### config.mk
export PLATFORM = sky130hd
export DESIGN_NAME = dcswc_channel
export DESIGN_NICKNAME = d
export VERILOG_FILES = /design/src/dcswc_pkg.sv /design/src/dcswc_channel.sv /design/src/dcswc_pin_sync.sv /design/src/dcswc_slew.sv
export VERILOG_INCLUDE_DIRS = /design/src /design/src/src
export SDC_FILE = /design/constraint.sdc
export NUM_CORES = 1
export LEC_CHECK = 0
export BUFFER_PORTS_ARGS = -buffer_cell sky130_fd_sc_hd__buf_2
export CORE_MARGIN = 10
export CORE_UTILIZATION = 25
export CTS_CLUSTER_SIZE = 24
export DETAILED_ROUTE_END_ITERATION = 10
export SLEW_MARGIN = 0
export SYNTH_ARGS = -nofsm -noshare
export SYNTH_HDL_FRONTEND = slang
export SYNTH_SLANG_ARGS = --single-unit
### constraint.sdc
create_clock -name clk -period 5.3 [get_ports clk]
set_clock_uncertainty 0.05 [all_clocks]
set_input_delay 0.795 -clock clk [delete_from_list [all_inputs] [get_ports clk]]
set_output_delay 0.795 -clock clk [all_outputs]
set_load 0.05 [all_outputs]
### src/dcswc_params.svh
`ifndef DCSWC_PARAMS_SVH
`define DCSWC_PARAMS_SVH

// register byte offsets
`define DCSWC_OFS_FUNC    8'h00
`define DCSWC_OFS_CODE    8'h04
`define DCSWC_OFS_BRD     8'h08
`define DCSWC_OFS_TRIG    8'h0C
`define DCSWC_OFS_STATUS  8'h10

// reset values
`define DCSWC_FUNC_RST    16'h0000
`define DCSWC_CODE_RST    16'h0000

// channel_function_config field positions
`define DCSWC_CLR_BIT     15
`define DCSWC_SYNC_BIT    14
`define DCSWC_BRD_BIT     13
`define DCSWC_PHASE_LSB   11
`define DCSWC_WAVE_LSB    8
`define DCSWC_LOG_BIT     7
`define DCSWC_STEP_LSB    4
`define DCSWC_RATE_LSB    0

// trigger and status bit positions
`define DCSWC_TRIG_LOAD   0
`define DCSWC_TRIG_CLR    1
`define DCSWC_ST_BUSY     16
`define DCSWC_ST_PEND     17
`define DCSWC_ST_BADW     18

// waveform select codes
`define DCSWC_W_TRI       3'h0
`define DCSWC_W_SAW       3'h1
`define DCSWC_W_ISAW      3'h2
`define DCSWC_W_SINE      3'h4
`define DCSWC_W_OFF       3'h7

// phase offsets in degrees
`define DCSWC_PH0         9'd0
`define DCSWC_PH1         9'd120
`define DCSWC_PH2         9'd240
`define DCSWC_PH3         9'd90

// linear code steps in lsb
`define DCSWC_STEP0       6'd1
`define DCSWC_STEP1       6'd2
`define DCSWC_STEP2       6'd3
`define DCSWC_STEP3       6'd4
`define DCSWC_STEP4       6'd6
`define DCSWC_STEP5       6'd8
`define DCSWC_STEP6       6'd16
`define DCSWC_STEP7       6'd32

// log slew growth: step grows by 1/32 per step
`define DCSWC_LOG_SHIFT   5

// clock rate and step intervals in ns
`define DCSWC_CLK_MHZ     100
`define DCSWC_T01_NS      4000
`define DCSWC_T02_NS      8000
`define DCSWC_T03_NS      12000
`define DCSWC_T04_NS      18000
`define DCSWC_T05_NS      27040
`define DCSWC_T06_NS      40480
`define DCSWC_T07_NS      60720
`define DCSWC_T08_NS      91120
`define DCSWC_T09_NS      136720
`define DCSWC_T10_NS      239200
`define DCSWC_T11_NS      418640
`define DCSWC_T12_NS      732560
`define DCSWC_T13_NS      1282000
`define DCSWC_T14_NS      2563960
`define DCSWC_T15_NS      5127920

`endif

### src/dcswc_pkg.sv
package dcswc_pkg;

    // decoded waveform kind, one-hot
    typedef enum logic [5:0] {
        DCSWC_WAVE_TRI  = 6'h01,
        DCSWC_WAVE_SAW  = 6'h02,
        DCSWC_WAVE_ISAW = 6'h04,
        DCSWC_WAVE_SINE = 6'h08,
        DCSWC_WAVE_OFF  = 6'h10,
        DCSWC_WAVE_BAD  = 6'h20
    } dcswc_wave_t;

    // pin synchroniser state
    typedef struct packed {
        logic s1;
        logic s2;
        logic s3;
        logic stable;
        logic fall;
    } dcswc_sync_t;

    // slew engine state
    typedef struct packed {
        logic [15:0] code;
        logic [19:0] cnt;
        logic [20:0] step_fp;
        logic        busy;
    } dcswc_slew_t;

    // channel control state
    typedef struct packed {
        logic        pready;
        logic        pslverr;
        logic [31:0] prdata;
        logic [15:0] func;
        logic [15:0] hold;
        logic [15:0] target;
        logic        pending;
        logic        force_v;
        logic [15:0] force_code;
        dcswc_wave_t wave;
        logic        gen_active;
        logic [8:0]  phase_deg;
        logic        log_slew;
    } dcswc_ctrl_t;

endpackage

### src/dcswc_channel.sv
// Notes on behaviour
// - A clear event loads zero-scale when the clear-level bit is 0 and mid-scale when it is 1.
// - With update-sync clear, a written code becomes the output target right after the write completes.
// - With update-sync set, a written code waits for a load pin falling edge or a written load bit.
// - Broadcast writes are taken only while the broadcast-accept bit is 1 and ignored otherwise.
// - Phase select 00, 01, 10, 11 gives a start phase of 0, 120, 240 and 90 degrees.
// - Waveform select 000, 001, 010, 100 picks triangle, sawtooth, inverse sawtooth, sine; 111 stops it.
// - Slew-type 0 means linear slewing with the step and interval fields read as linear settings.
// - The linear step field selects 1, 2, 3, 4, 6, 8, 16 or 32 lsb per step.
// - Interval code 0000 makes transitions jump with no slewing and is not for waveform use.
// - Nonzero interval codes set the time between steps, from 4 us up to 5127.92 us.
// - Slew-type 1 means logarithmic slewing with each step 3.125 percent larger than the last.
`timescale 1ns/1ps
`include "dcswc_params.svh"
module dcswc_channel #(
    parameter int          CODE_W      = 12,
    parameter logic [15:0][19:0] STEP_CYCLES = {
        20'(`DCSWC_T15_NS * `DCSWC_CLK_MHZ / 1000),
        20'(`DCSWC_T14_NS * `DCSWC_CLK_MHZ / 1000),
        20'(`DCSWC_T13_NS * `DCSWC_CLK_MHZ / 1000),
        20'(`DCSWC_T12_NS * `DCSWC_CLK_MHZ / 1000),
        20'(`DCSWC_T11_NS * `DCSWC_CLK_MHZ / 1000),
        20'(`DCSWC_T10_NS * `DCSWC_CLK_MHZ / 1000),
        20'(`DCSWC_T09_NS * `DCSWC_CLK_MHZ / 1000),
        20'(`DCSWC_T08_NS * `DCSWC_CLK_MHZ / 1000),
        20'(`DCSWC_T07_NS * `DCSWC_CLK_MHZ / 1000),
        20'(`DCSWC_T06_NS * `DCSWC_CLK_MHZ / 1000),
        20'(`DCSWC_T05_NS * `DCSWC_CLK_MHZ / 1000),
        20'(`DCSWC_T04_NS * `DCSWC_CLK_MHZ / 1000),
        20'(`DCSWC_T03_NS * `DCSWC_CLK_MHZ / 1000),
        20'(`DCSWC_T02_NS * `DCSWC_CLK_MHZ / 1000),
        20'(`DCSWC_T01_NS * `DCSWC_CLK_MHZ / 1000),
        20'h00000
    }
) (
    // clock and reset
    input  wire logic        clk,
    input  wire logic        sys_rst,
    // apb slave
    input  wire logic        psel,
    input  wire logic        penable,
    input  wire logic        pwrite,
    input  wire logic [7:0]  paddr,
    input  wire logic [31:0] pwdata,
    output logic [31:0]      prdata,
    output logic             pready,
    output logic             pslverr,
    // load trigger pin, active low
    input  wire logic        load_trigger_n,
    // channel output code and slew state
    output logic [CODE_W-1:0] dac_code,
    output logic             slew_busy,
    output logic             log_slew,
    // waveform generator settings
    output dcswc_pkg::dcswc_wave_t wave_kind,
    output logic             gen_active,
    output logic [8:0]       phase_deg
);
    // widths the 16-bit datapath can serve
    generate
        if (CODE_W < 8 || CODE_W > 16) begin : g_bad_width
            $error("dcswc_channel: CODE_W must be 8 to 16");
        end
    endgenerate

    localparam logic [15:0] CODE_MASK = 16'((17'h00001 << CODE_W) - 17'h00001);
    localparam logic [15:0] MID_SCALE = 16'(17'h00001 << (CODE_W - 1));

    dcswc_pkg::dcswc_ctrl_t q;
    dcswc_pkg::dcswc_ctrl_t d;

    logic        load_fall;
    logic [15:0] slew_code;
    logic        slew_busy_w;
    logic        acc;
    logic        commit;
    logic        wr;
    logic        mapped;
    logic [15:0] new_val;
    logic        wcmd;
    logic        bcmd;
    logic        load;
    logic        clear;
    logic [19:0] interval;
    logic        jump;
    logic [5:0]  step_lin;
    logic [31:0] rdata;

    // linear step size lookup
    function automatic logic [5:0] step_of(input logic [2:0] sel);
        logic [5:0] s;
        s = `DCSWC_STEP0;
        unique case (sel)
            3'h0: s = `DCSWC_STEP0;
            3'h1: s = `DCSWC_STEP1;
            3'h2: s = `DCSWC_STEP2;
            3'h3: s = `DCSWC_STEP3;
            3'h4: s = `DCSWC_STEP4;
            3'h5: s = `DCSWC_STEP5;
            3'h6: s = `DCSWC_STEP6;
            3'h7: s = `DCSWC_STEP7;
        endcase
        return s;
    endfunction

    // waveform code decode, other codes flagged
    function automatic dcswc_pkg::dcswc_wave_t wave_of(input logic [2:0] sel);
        dcswc_pkg::dcswc_wave_t w;
        w = dcswc_pkg::DCSWC_WAVE_BAD;
        unique case (sel)
            `DCSWC_W_TRI:  w = dcswc_pkg::DCSWC_WAVE_TRI;
            `DCSWC_W_SAW:  w = dcswc_pkg::DCSWC_WAVE_SAW;
            `DCSWC_W_ISAW: w = dcswc_pkg::DCSWC_WAVE_ISAW;
            `DCSWC_W_SINE: w = dcswc_pkg::DCSWC_WAVE_SINE;
            `DCSWC_W_OFF:  w = dcswc_pkg::DCSWC_WAVE_OFF;
            default:       w = dcswc_pkg::DCSWC_WAVE_BAD;
        endcase
        return w;
    endfunction

    // phase start lookup
    function automatic logic [8:0] phase_of(input logic [1:0] sel);
        logic [8:0] p;
        p = `DCSWC_PH0;
        unique case (sel)
            2'h0: p = `DCSWC_PH0;
            2'h1: p = `DCSWC_PH1;
            2'h2: p = `DCSWC_PH2;
            2'h3: p = `DCSWC_PH3;
        endcase
        return p;
    endfunction

    // falling edge of the load pin
    dcswc_pin_sync u_load_sync (
        .clk     (clk),
        .sys_rst (sys_rst),
        .pin_n   (load_trigger_n),
        .fall    (load_fall)
    );

    // slew settings from the live config
    assign interval = STEP_CYCLES[q.func[`DCSWC_RATE_LSB +: 4]];
    assign jump     = (q.func[`DCSWC_RATE_LSB +: 4] == 4'h0);
    assign step_lin = step_of(q.func[`DCSWC_STEP_LSB +: 3]);

    // output code engine
    dcswc_slew u_slew (
        .clk        (clk),
        .sys_rst    (sys_rst),
        .target     (q.target),
        .interval   (interval),
        .jump       (jump),
        .log_mode   (q.log_slew),
        .step_lin   (step_lin),
        .force_v    (q.force_v),
        .force_code (q.force_code),
        .code       (slew_code),
        .busy       (slew_busy_w)
    );

    // apb phases: pready one cycle after access starts
    assign acc    = psel & penable;
    assign commit = acc & q.pready;
    assign wr     = commit & pwrite;

    // address decode
    always_comb begin
        mapped = 1'b1;
        rdata  = 32'h00000000;
        unique case (paddr)
            `DCSWC_OFS_FUNC:   rdata = {16'h0000, q.func};
            `DCSWC_OFS_CODE:   rdata = {16'h0000, q.hold};
            `DCSWC_OFS_BRD:    rdata = 32'h00000000;
            `DCSWC_OFS_TRIG:   rdata = 32'h00000000;
            `DCSWC_OFS_STATUS: begin
                rdata = {16'h0000, slew_code};
                rdata[`DCSWC_ST_BUSY] = slew_busy_w;
                rdata[`DCSWC_ST_PEND] = q.pending;
                rdata[`DCSWC_ST_BADW] = (q.wave == dcswc_pkg::DCSWC_WAVE_BAD);
            end
            default: begin
                mapped = 1'b0;
                rdata  = 32'h00000000;
            end
        endcase
    end

    // write commands and triggers
    assign new_val = pwdata[15:0] & CODE_MASK;
    assign wcmd    = wr & (paddr == `DCSWC_OFS_CODE);
    assign bcmd    = wr & (paddr == `DCSWC_OFS_BRD) & q.func[`DCSWC_BRD_BIT];
    assign load    = load_fall | (wr & (paddr == `DCSWC_OFS_TRIG) & pwdata[`DCSWC_TRIG_LOAD]);
    assign clear   = wr & (paddr == `DCSWC_OFS_TRIG) & pwdata[`DCSWC_TRIG_CLR];

    // next state of the channel
    always_comb begin
        d         = q;
        d.force_v = 1'b0;

        // bus answer
        d.pready = acc & ~q.pready;
        if (acc & ~q.pready) begin
            d.pslverr = ~mapped;
            d.prdata  = pwrite ? 32'h00000000 : rdata;
        end else begin
            d.pslverr = 1'b0;
        end

        // configuration write
        if (wr & (paddr == `DCSWC_OFS_FUNC)) begin
            d.func = pwdata[15:0];
        end

        // code write, direct or held
        if (wcmd | bcmd) begin
            d.hold = new_val;
            if (q.func[`DCSWC_SYNC_BIT]) begin
                d.pending = 1'b1;
            end else begin
                d.target = new_val;
            end
        end

        // trigger moves the held code, a same-cycle write included
        if (load & q.func[`DCSWC_SYNC_BIT] & d.pending) begin
            d.target  = d.hold;
            d.pending = 1'b0;
        end

        // clear event overrides everything else
        if (clear) begin
            d.force_code = q.func[`DCSWC_CLR_BIT] ? MID_SCALE : 16'h0000;
            d.target     = d.force_code;
            d.force_v    = 1'b1;
            d.pending    = 1'b0;
        end

        // generator settings from the new config
        d.wave       = wave_of(d.func[`DCSWC_WAVE_LSB +: 3]);
        d.gen_active = (d.wave != dcswc_pkg::DCSWC_WAVE_OFF) &&
                       (d.wave != dcswc_pkg::DCSWC_WAVE_BAD);
        d.phase_deg  = phase_of(d.func[`DCSWC_PHASE_LSB +: 2]);
        d.log_slew   = d.func[`DCSWC_LOG_BIT];
    end

    // state register
    always_ff @(posedge clk) begin
        if (sys_rst) begin
            q <= '{
                pready:     1'b0,
                pslverr:    1'b0,
                prdata:     32'h00000000,
                func:       `DCSWC_FUNC_RST,
                hold:       `DCSWC_CODE_RST,
                target:     `DCSWC_CODE_RST,
                pending:    1'b0,
                force_v:    1'b0,
                force_code: 16'h0000,
                wave:       dcswc_pkg::DCSWC_WAVE_TRI,
                gen_active: 1'b1,
                phase_deg:  `DCSWC_PH0,
                log_slew:   1'b0
            };
        end else begin
            q <= d;
        end
    end

    // outputs straight from flops
    assign prdata     = q.prdata;
    assign pready     = q.pready;
    assign pslverr    = q.pslverr;
    assign dac_code   = slew_code[CODE_W-1:0];
    assign slew_busy  = slew_busy_w;
    assign log_slew   = q.log_slew;
    assign wave_kind  = q.wave;
    assign gen_active = q.gen_active;
    assign phase_deg  = q.phase_deg;
endmodule // dcswc_channel

### src/dcswc_pin_sync.sv
`timescale 1ns/1ps
module dcswc_pin_sync (
    // clock and reset
    input  wire logic clk,
    input  wire logic sys_rst,
    // active-low pin and its falling edge
    input  wire logic pin_n,
    output logic      fall
);
    dcswc_pkg::dcswc_sync_t q;
    dcswc_pkg::dcswc_sync_t d;

    // three flops, level accepted once s2 and s3 agree
    always_comb begin
        d        = q;
        d.s1     = pin_n;
        d.s2     = q.s1;
        d.s3     = q.s2;
        if (q.s2 == q.s3) begin
            d.stable = q.s3;
        end
        d.fall   = q.stable & ~d.stable;
    end

    // idle high after reset
    always_ff @(posedge clk) begin
        if (sys_rst) begin
            q <= '{s1: 1'b1, s2: 1'b1, s3: 1'b1, stable: 1'b1, fall: 1'b0};
        end else begin
            q <= d;
        end
    end

    assign fall = q.fall;
endmodule // dcswc_pin_sync

### src/dcswc_slew.sv
`timescale 1ns/1ps
`include "dcswc_params.svh"
module dcswc_slew (
    // clock and reset
    input  wire logic        clk,
    input  wire logic        sys_rst,
    // settings
    input  wire logic [15:0] target,
    input  wire logic [19:0] interval,
    input  wire logic        jump,
    input  wire logic        log_mode,
    input  wire logic [5:0]  step_lin,
    // forced load
    input  wire logic        force_v,
    input  wire logic [15:0] force_code,
    // output code
    output logic [15:0]      code,
    output logic             busy
);
    localparam logic [20:0] FP_ONE = 21'h000020;

    dcswc_pkg::dcswc_slew_t q;
    dcswc_pkg::dcswc_slew_t d;
    logic [15:0] amt;
    logic [15:0] diff;
    logic [21:0] grow;

    // step toward target once per interval, never past it
    always_comb begin
        d    = q;
        amt  = log_mode ? q.step_fp[20:5] : {10'h000, step_lin};
        diff = (target > q.code) ? target - q.code : q.code - target;
        grow = {1'b0, q.step_fp} + {6'h00, q.step_fp[20:`DCSWC_LOG_SHIFT]};
        if (force_v) begin
            d.code    = force_code;
            d.cnt     = interval - 20'h00001;
            d.step_fp = FP_ONE;
        end else if (jump) begin
            d.code    = target;
            d.step_fp = FP_ONE;
        end else if (q.code != target) begin
            if (q.cnt == 20'h00000) begin
                d.cnt = interval - 20'h00001;
                if (diff <= amt) begin
                    d.code = target;
                end else if (target > q.code) begin
                    d.code = q.code + amt;
                end else begin
                    d.code = q.code - amt;
                end
                if (log_mode) begin
                    d.step_fp = grow[21] ? 21'h1FFFFF : grow[20:0];
                end
            end else begin
                d.cnt = q.cnt - 20'h00001;
            end
        end else begin
            d.cnt     = interval - 20'h00001;
            d.step_fp = FP_ONE;
        end
        d.busy = (d.code != target);
    end

    // zero-scale after reset
    always_ff @(posedge clk) begin
        if (sys_rst) begin
            q <= '{code: `DCSWC_CODE_RST, cnt: 20'h00000, step_fp: FP_ONE, busy: 1'b0};
        end else begin
            q <= d;
        end
    end

    assign code = q.code;
    assign busy = q.busy;
endmodule // dcswc_slew

==> results.sh <==
export IMPL_status="finished with violations"
export IMPL_violations="setup timing"
export IMPL_dieArea_mm2=0.0568
export IMPL_fp_dieW_um=238
export IMPL_wl_per_cell_um=17.8
export IMPL_p_leak_nw=6.12
export IMPL_clk_pin_slew_ns=0.07
export IMPL_p_total_mw=2.61
export IMPL_gp_congestion=0.938
export IMPL_num_rows=79
export IMPL_synth_cell_types=76
export IMPL_path_depth=28
export IMPL_first_global_vias=11300
export IMPL_min_period_over_period=1.03
export IMPL_cts_root_buf="clkbuf_16"
export IMPL_drive_gt1_frac=0.210
export IMPL_grt_max_degree=64
export IMPL_min_period_ns=5.47
export IMPL_nets=1795
export IMPL_clock_fmax_mhz=183
export IMPL_drt_pass1_iter_count=10
export IMPL_critPathBufInv=3
export IMPL_clockBufferDepth=2
export IMPL_ant_nets=0
export IMPL_peakVddDrop_mv=0.209
export IMPL_whs_ns=0.419
export IMPL_ys_ff_latch=170
export IMPL_cp_required_ns=5.57
export IMPL_grt_ovfl_total=0
export IMPL_r2r_end="u_slew.busy"
export IMPL_r2r_worst_path_cells=28
export IMPL_synthCells=1539
export IMPL_drtIter0Drc=1110
export IMPL_start_util=0.254
export IMPL_slew_violations=0
export IMPL_post_dp_hpwl_mm=30.7
export IMPL_worstSetupStartpoint="q[35]"
export IMPL_yosysWarnings=0
export IMPL_max_stage_delay_ns=0.48
export IMPL_rsz0062_at_grt="yes"
export IMPL_synth_area_per_cell_um2=7.75
export IMPL_tightestPinTransition_ns=1.10
export IMPL_cp_arrival_ns=5.74
export IMPL_setup_slack_ns=-0.173
export IMPL_wirelength_mm=40.3
export IMPL_ys_seq_area_frac=0.285
export IMPL_core_mm2=0.0469
export IMPL_hold_path_class="reg2reg"
export IMPL_grt_first_pass_wirelength_mm=63.4
export IMPL_synthToLayoutAreaGrowth_pct=21.5
export IMPL_r2r_slack_ns=-0.17
export IMPL_min_delay_worst_endpoint="u_slew.q[40]"
export IMPL_drt_drc_violations_left=0
export IMPL_r2r_start="q[35]"
export IMPL_relSlewSlack=0.261
export IMPL_clkLatencyLatePin_ns=0.47
export IMPL_vias_per_cell=5.14
export IMPL_ys_async_sr_fraction=0
export IMPL_setup_violations=1
export IMPL_synth_ff_type="dfxtp_1"
export IMPL_final_setup_tns_ns=-0.173
export IMPL_antenna_cells=0
export IMPL_cp_start_kind="register"
export IMPL_cts_buffers=17
export IMPL_cp_top_family="compound AO/OA/AOI/OAI gates"
export IMPL_worstHoldPathCells=2
export IMPL_hp_start="u_slew.q[40]"
export IMPL_synth_area_mm2=0.0119
export IMPL_critPathKind="reg2reg"
export IMPL_die_height_um=238
export IMPL_layout_core_utilization=0.309
export IMPL_port_buffers=77
export IMPL_endpoint_kind="register"
export IMPL_powerDensity_mw_per_mm2=180
export IMPL_grt_antenna_before_repair=1
export IMPL_num_io_pins=110
export IMPL_grt_use_total=0.140
export IMPL_slowest_stage="nor4_4"
export IMPL_crit_fanout=6
export IMPL_synth_edff_count=0
export IMPL_cts_sinks=170
export IMPL_maxCapViolations=0
export IMPL_hold_violations=0
export IMPL_hold_buffers=0
export IMPL_vias=11700
export IMPL_cts_tree="done"
export IMPL_htree_levels=4
[cells in the mapped netlist (5+ instances only)]
master    instances  area, um2
xnor2_1          33        289
nand2_1         123        462
a21o_1           25        188
clkbuf_1         82        308
a21oi_1         174        871
o21ai_0          99        495
a22o_1            6       52.6
dfxtp_1         170       3400
buf_4            59        443
o21a_1           10       75.1
mux2_2            6       67.6
mux2i_1          34        340
ha_1             93       1160
a22oi_1           9       67.6
and3_1           12       75.1
a31oi_1           5       31.3
nand4_1          14       87.6
nor3_1           40        200
a222oi_1         19        190
nand3_1          27        135
o211ai_1         10       75.1
nor4_1           16        100
xor2_1           39        342
or3_1            11       68.8
or2_2            12       75.1
nor2_1          166        623
buf_1             6       22.5
o22ai_1          10       62.6
a211oi_1         19        143
inv_1            70        263
o21bai_1          9       67.6
nand3b_1          7       52.6
nand2b_1         10       62.6
nor2b_1          11       68.8
a32o_1           12        120
and2_1           13       81.3
[what timing repair did]
action                     CTS  global route
setup endpoints to repair   12            14
pin swaps                   22            35
setup buffers               11             2
cloned                       1             0
gates resized for setup     30            54
[per-layer routing]
metal	global-route usage	up-vias	part of all wire
li1	-	5655	-
met1	0.176	5558	0.43
met2	0.237	403	0.48
met3	0.0265	56	0.067
met4	0.0421	2	0.024
met5	0	-	0.00045
[cells by family (layout without fill, tap and decap cells)]
logic type	Yosys count	after routing	synth area share
compound gates	449	449	0.235
xor+xnor	72	72	0.0529
fa+ha+maj	97	97	0.104
buf+inv	220	330	0.0881
flops	170	170	0.285
mux	41	41	0.0361
other cells	1	16	0.000314
simple gates	489	490	0.198
[sequential cells by signal, indices dropped and copies added (netlist names)]
signal	count
gen_active	1
interval	17
phase_deg	5
prdata	19
pready	1
pslverr	1
q	51
step_lin	6
u_load_sync.d	2
u_load_sync.fall	1
u_load_sync.q	2
u_slew.busy	1
u_slew.code	16
u_slew.q	41
wave_kind	6
[cell type report]
class / count / area (um2)
clock buffers: 18 / 429
inverters: 70 / 265
repair buffers: 228 / 1530
clock inverters: 14 / 150
well taps: 607 / 759
multi-input cells: 1165 / 7920
fillers: 4971 / 32400
flip-flops and latches: 170 / 3430
[layout by cell type, fill, tap and decap left out, types with 38 or more instances in the layout]
cell / n
xor2_1: 39
inv_1: 66
nand2_1: 122
nor3_1: 38
buf_2: 76
ha_1: 79
nor2_1: 165
buf_4: 149
a21oi_1: 169
dfxtp_1: 154
o21ai_0: 90
[report_power, final]
group	switching (mW)	leakage (nW)	total, mW	internal (mW)
registers	0.000721	1.38	1.28	1.28
clock network	0.596	0.279	1.26	0.665
logic	0.0586	4.46	0.0724	0.0138
[tightest hold or removal path, stage by stage, from the launching register on]
cell,delay (ns)
dfxtp_1,0.32
nand2_1,0.06
a21oi_1,0.05
[worst max-delay path by stage]
stage / endpoint / slack, ns
floorplan: u_slew.busy / 0.01
finish: u_slew.busy / -0.17
global placement: u_slew.busy / -0.55
CTS: u_slew.busy / -0.10
detailed placement: u_slew.busy / -0.69
global route: u_slew.busy / -0.44
[stage by stage]
stage	setup WS [ns]	std cells	cell area (um2)
floorplan	0.0114	1554	12000
global placement	-0.545	2228	13400
detailed placement	-0.688	2228	13400
CTS	-0.102	2271	14200
global route	-0.438	2272	14500
finish	-0.173	2272	14500
No activity file was read; power rests on OpenSTA's default activity.
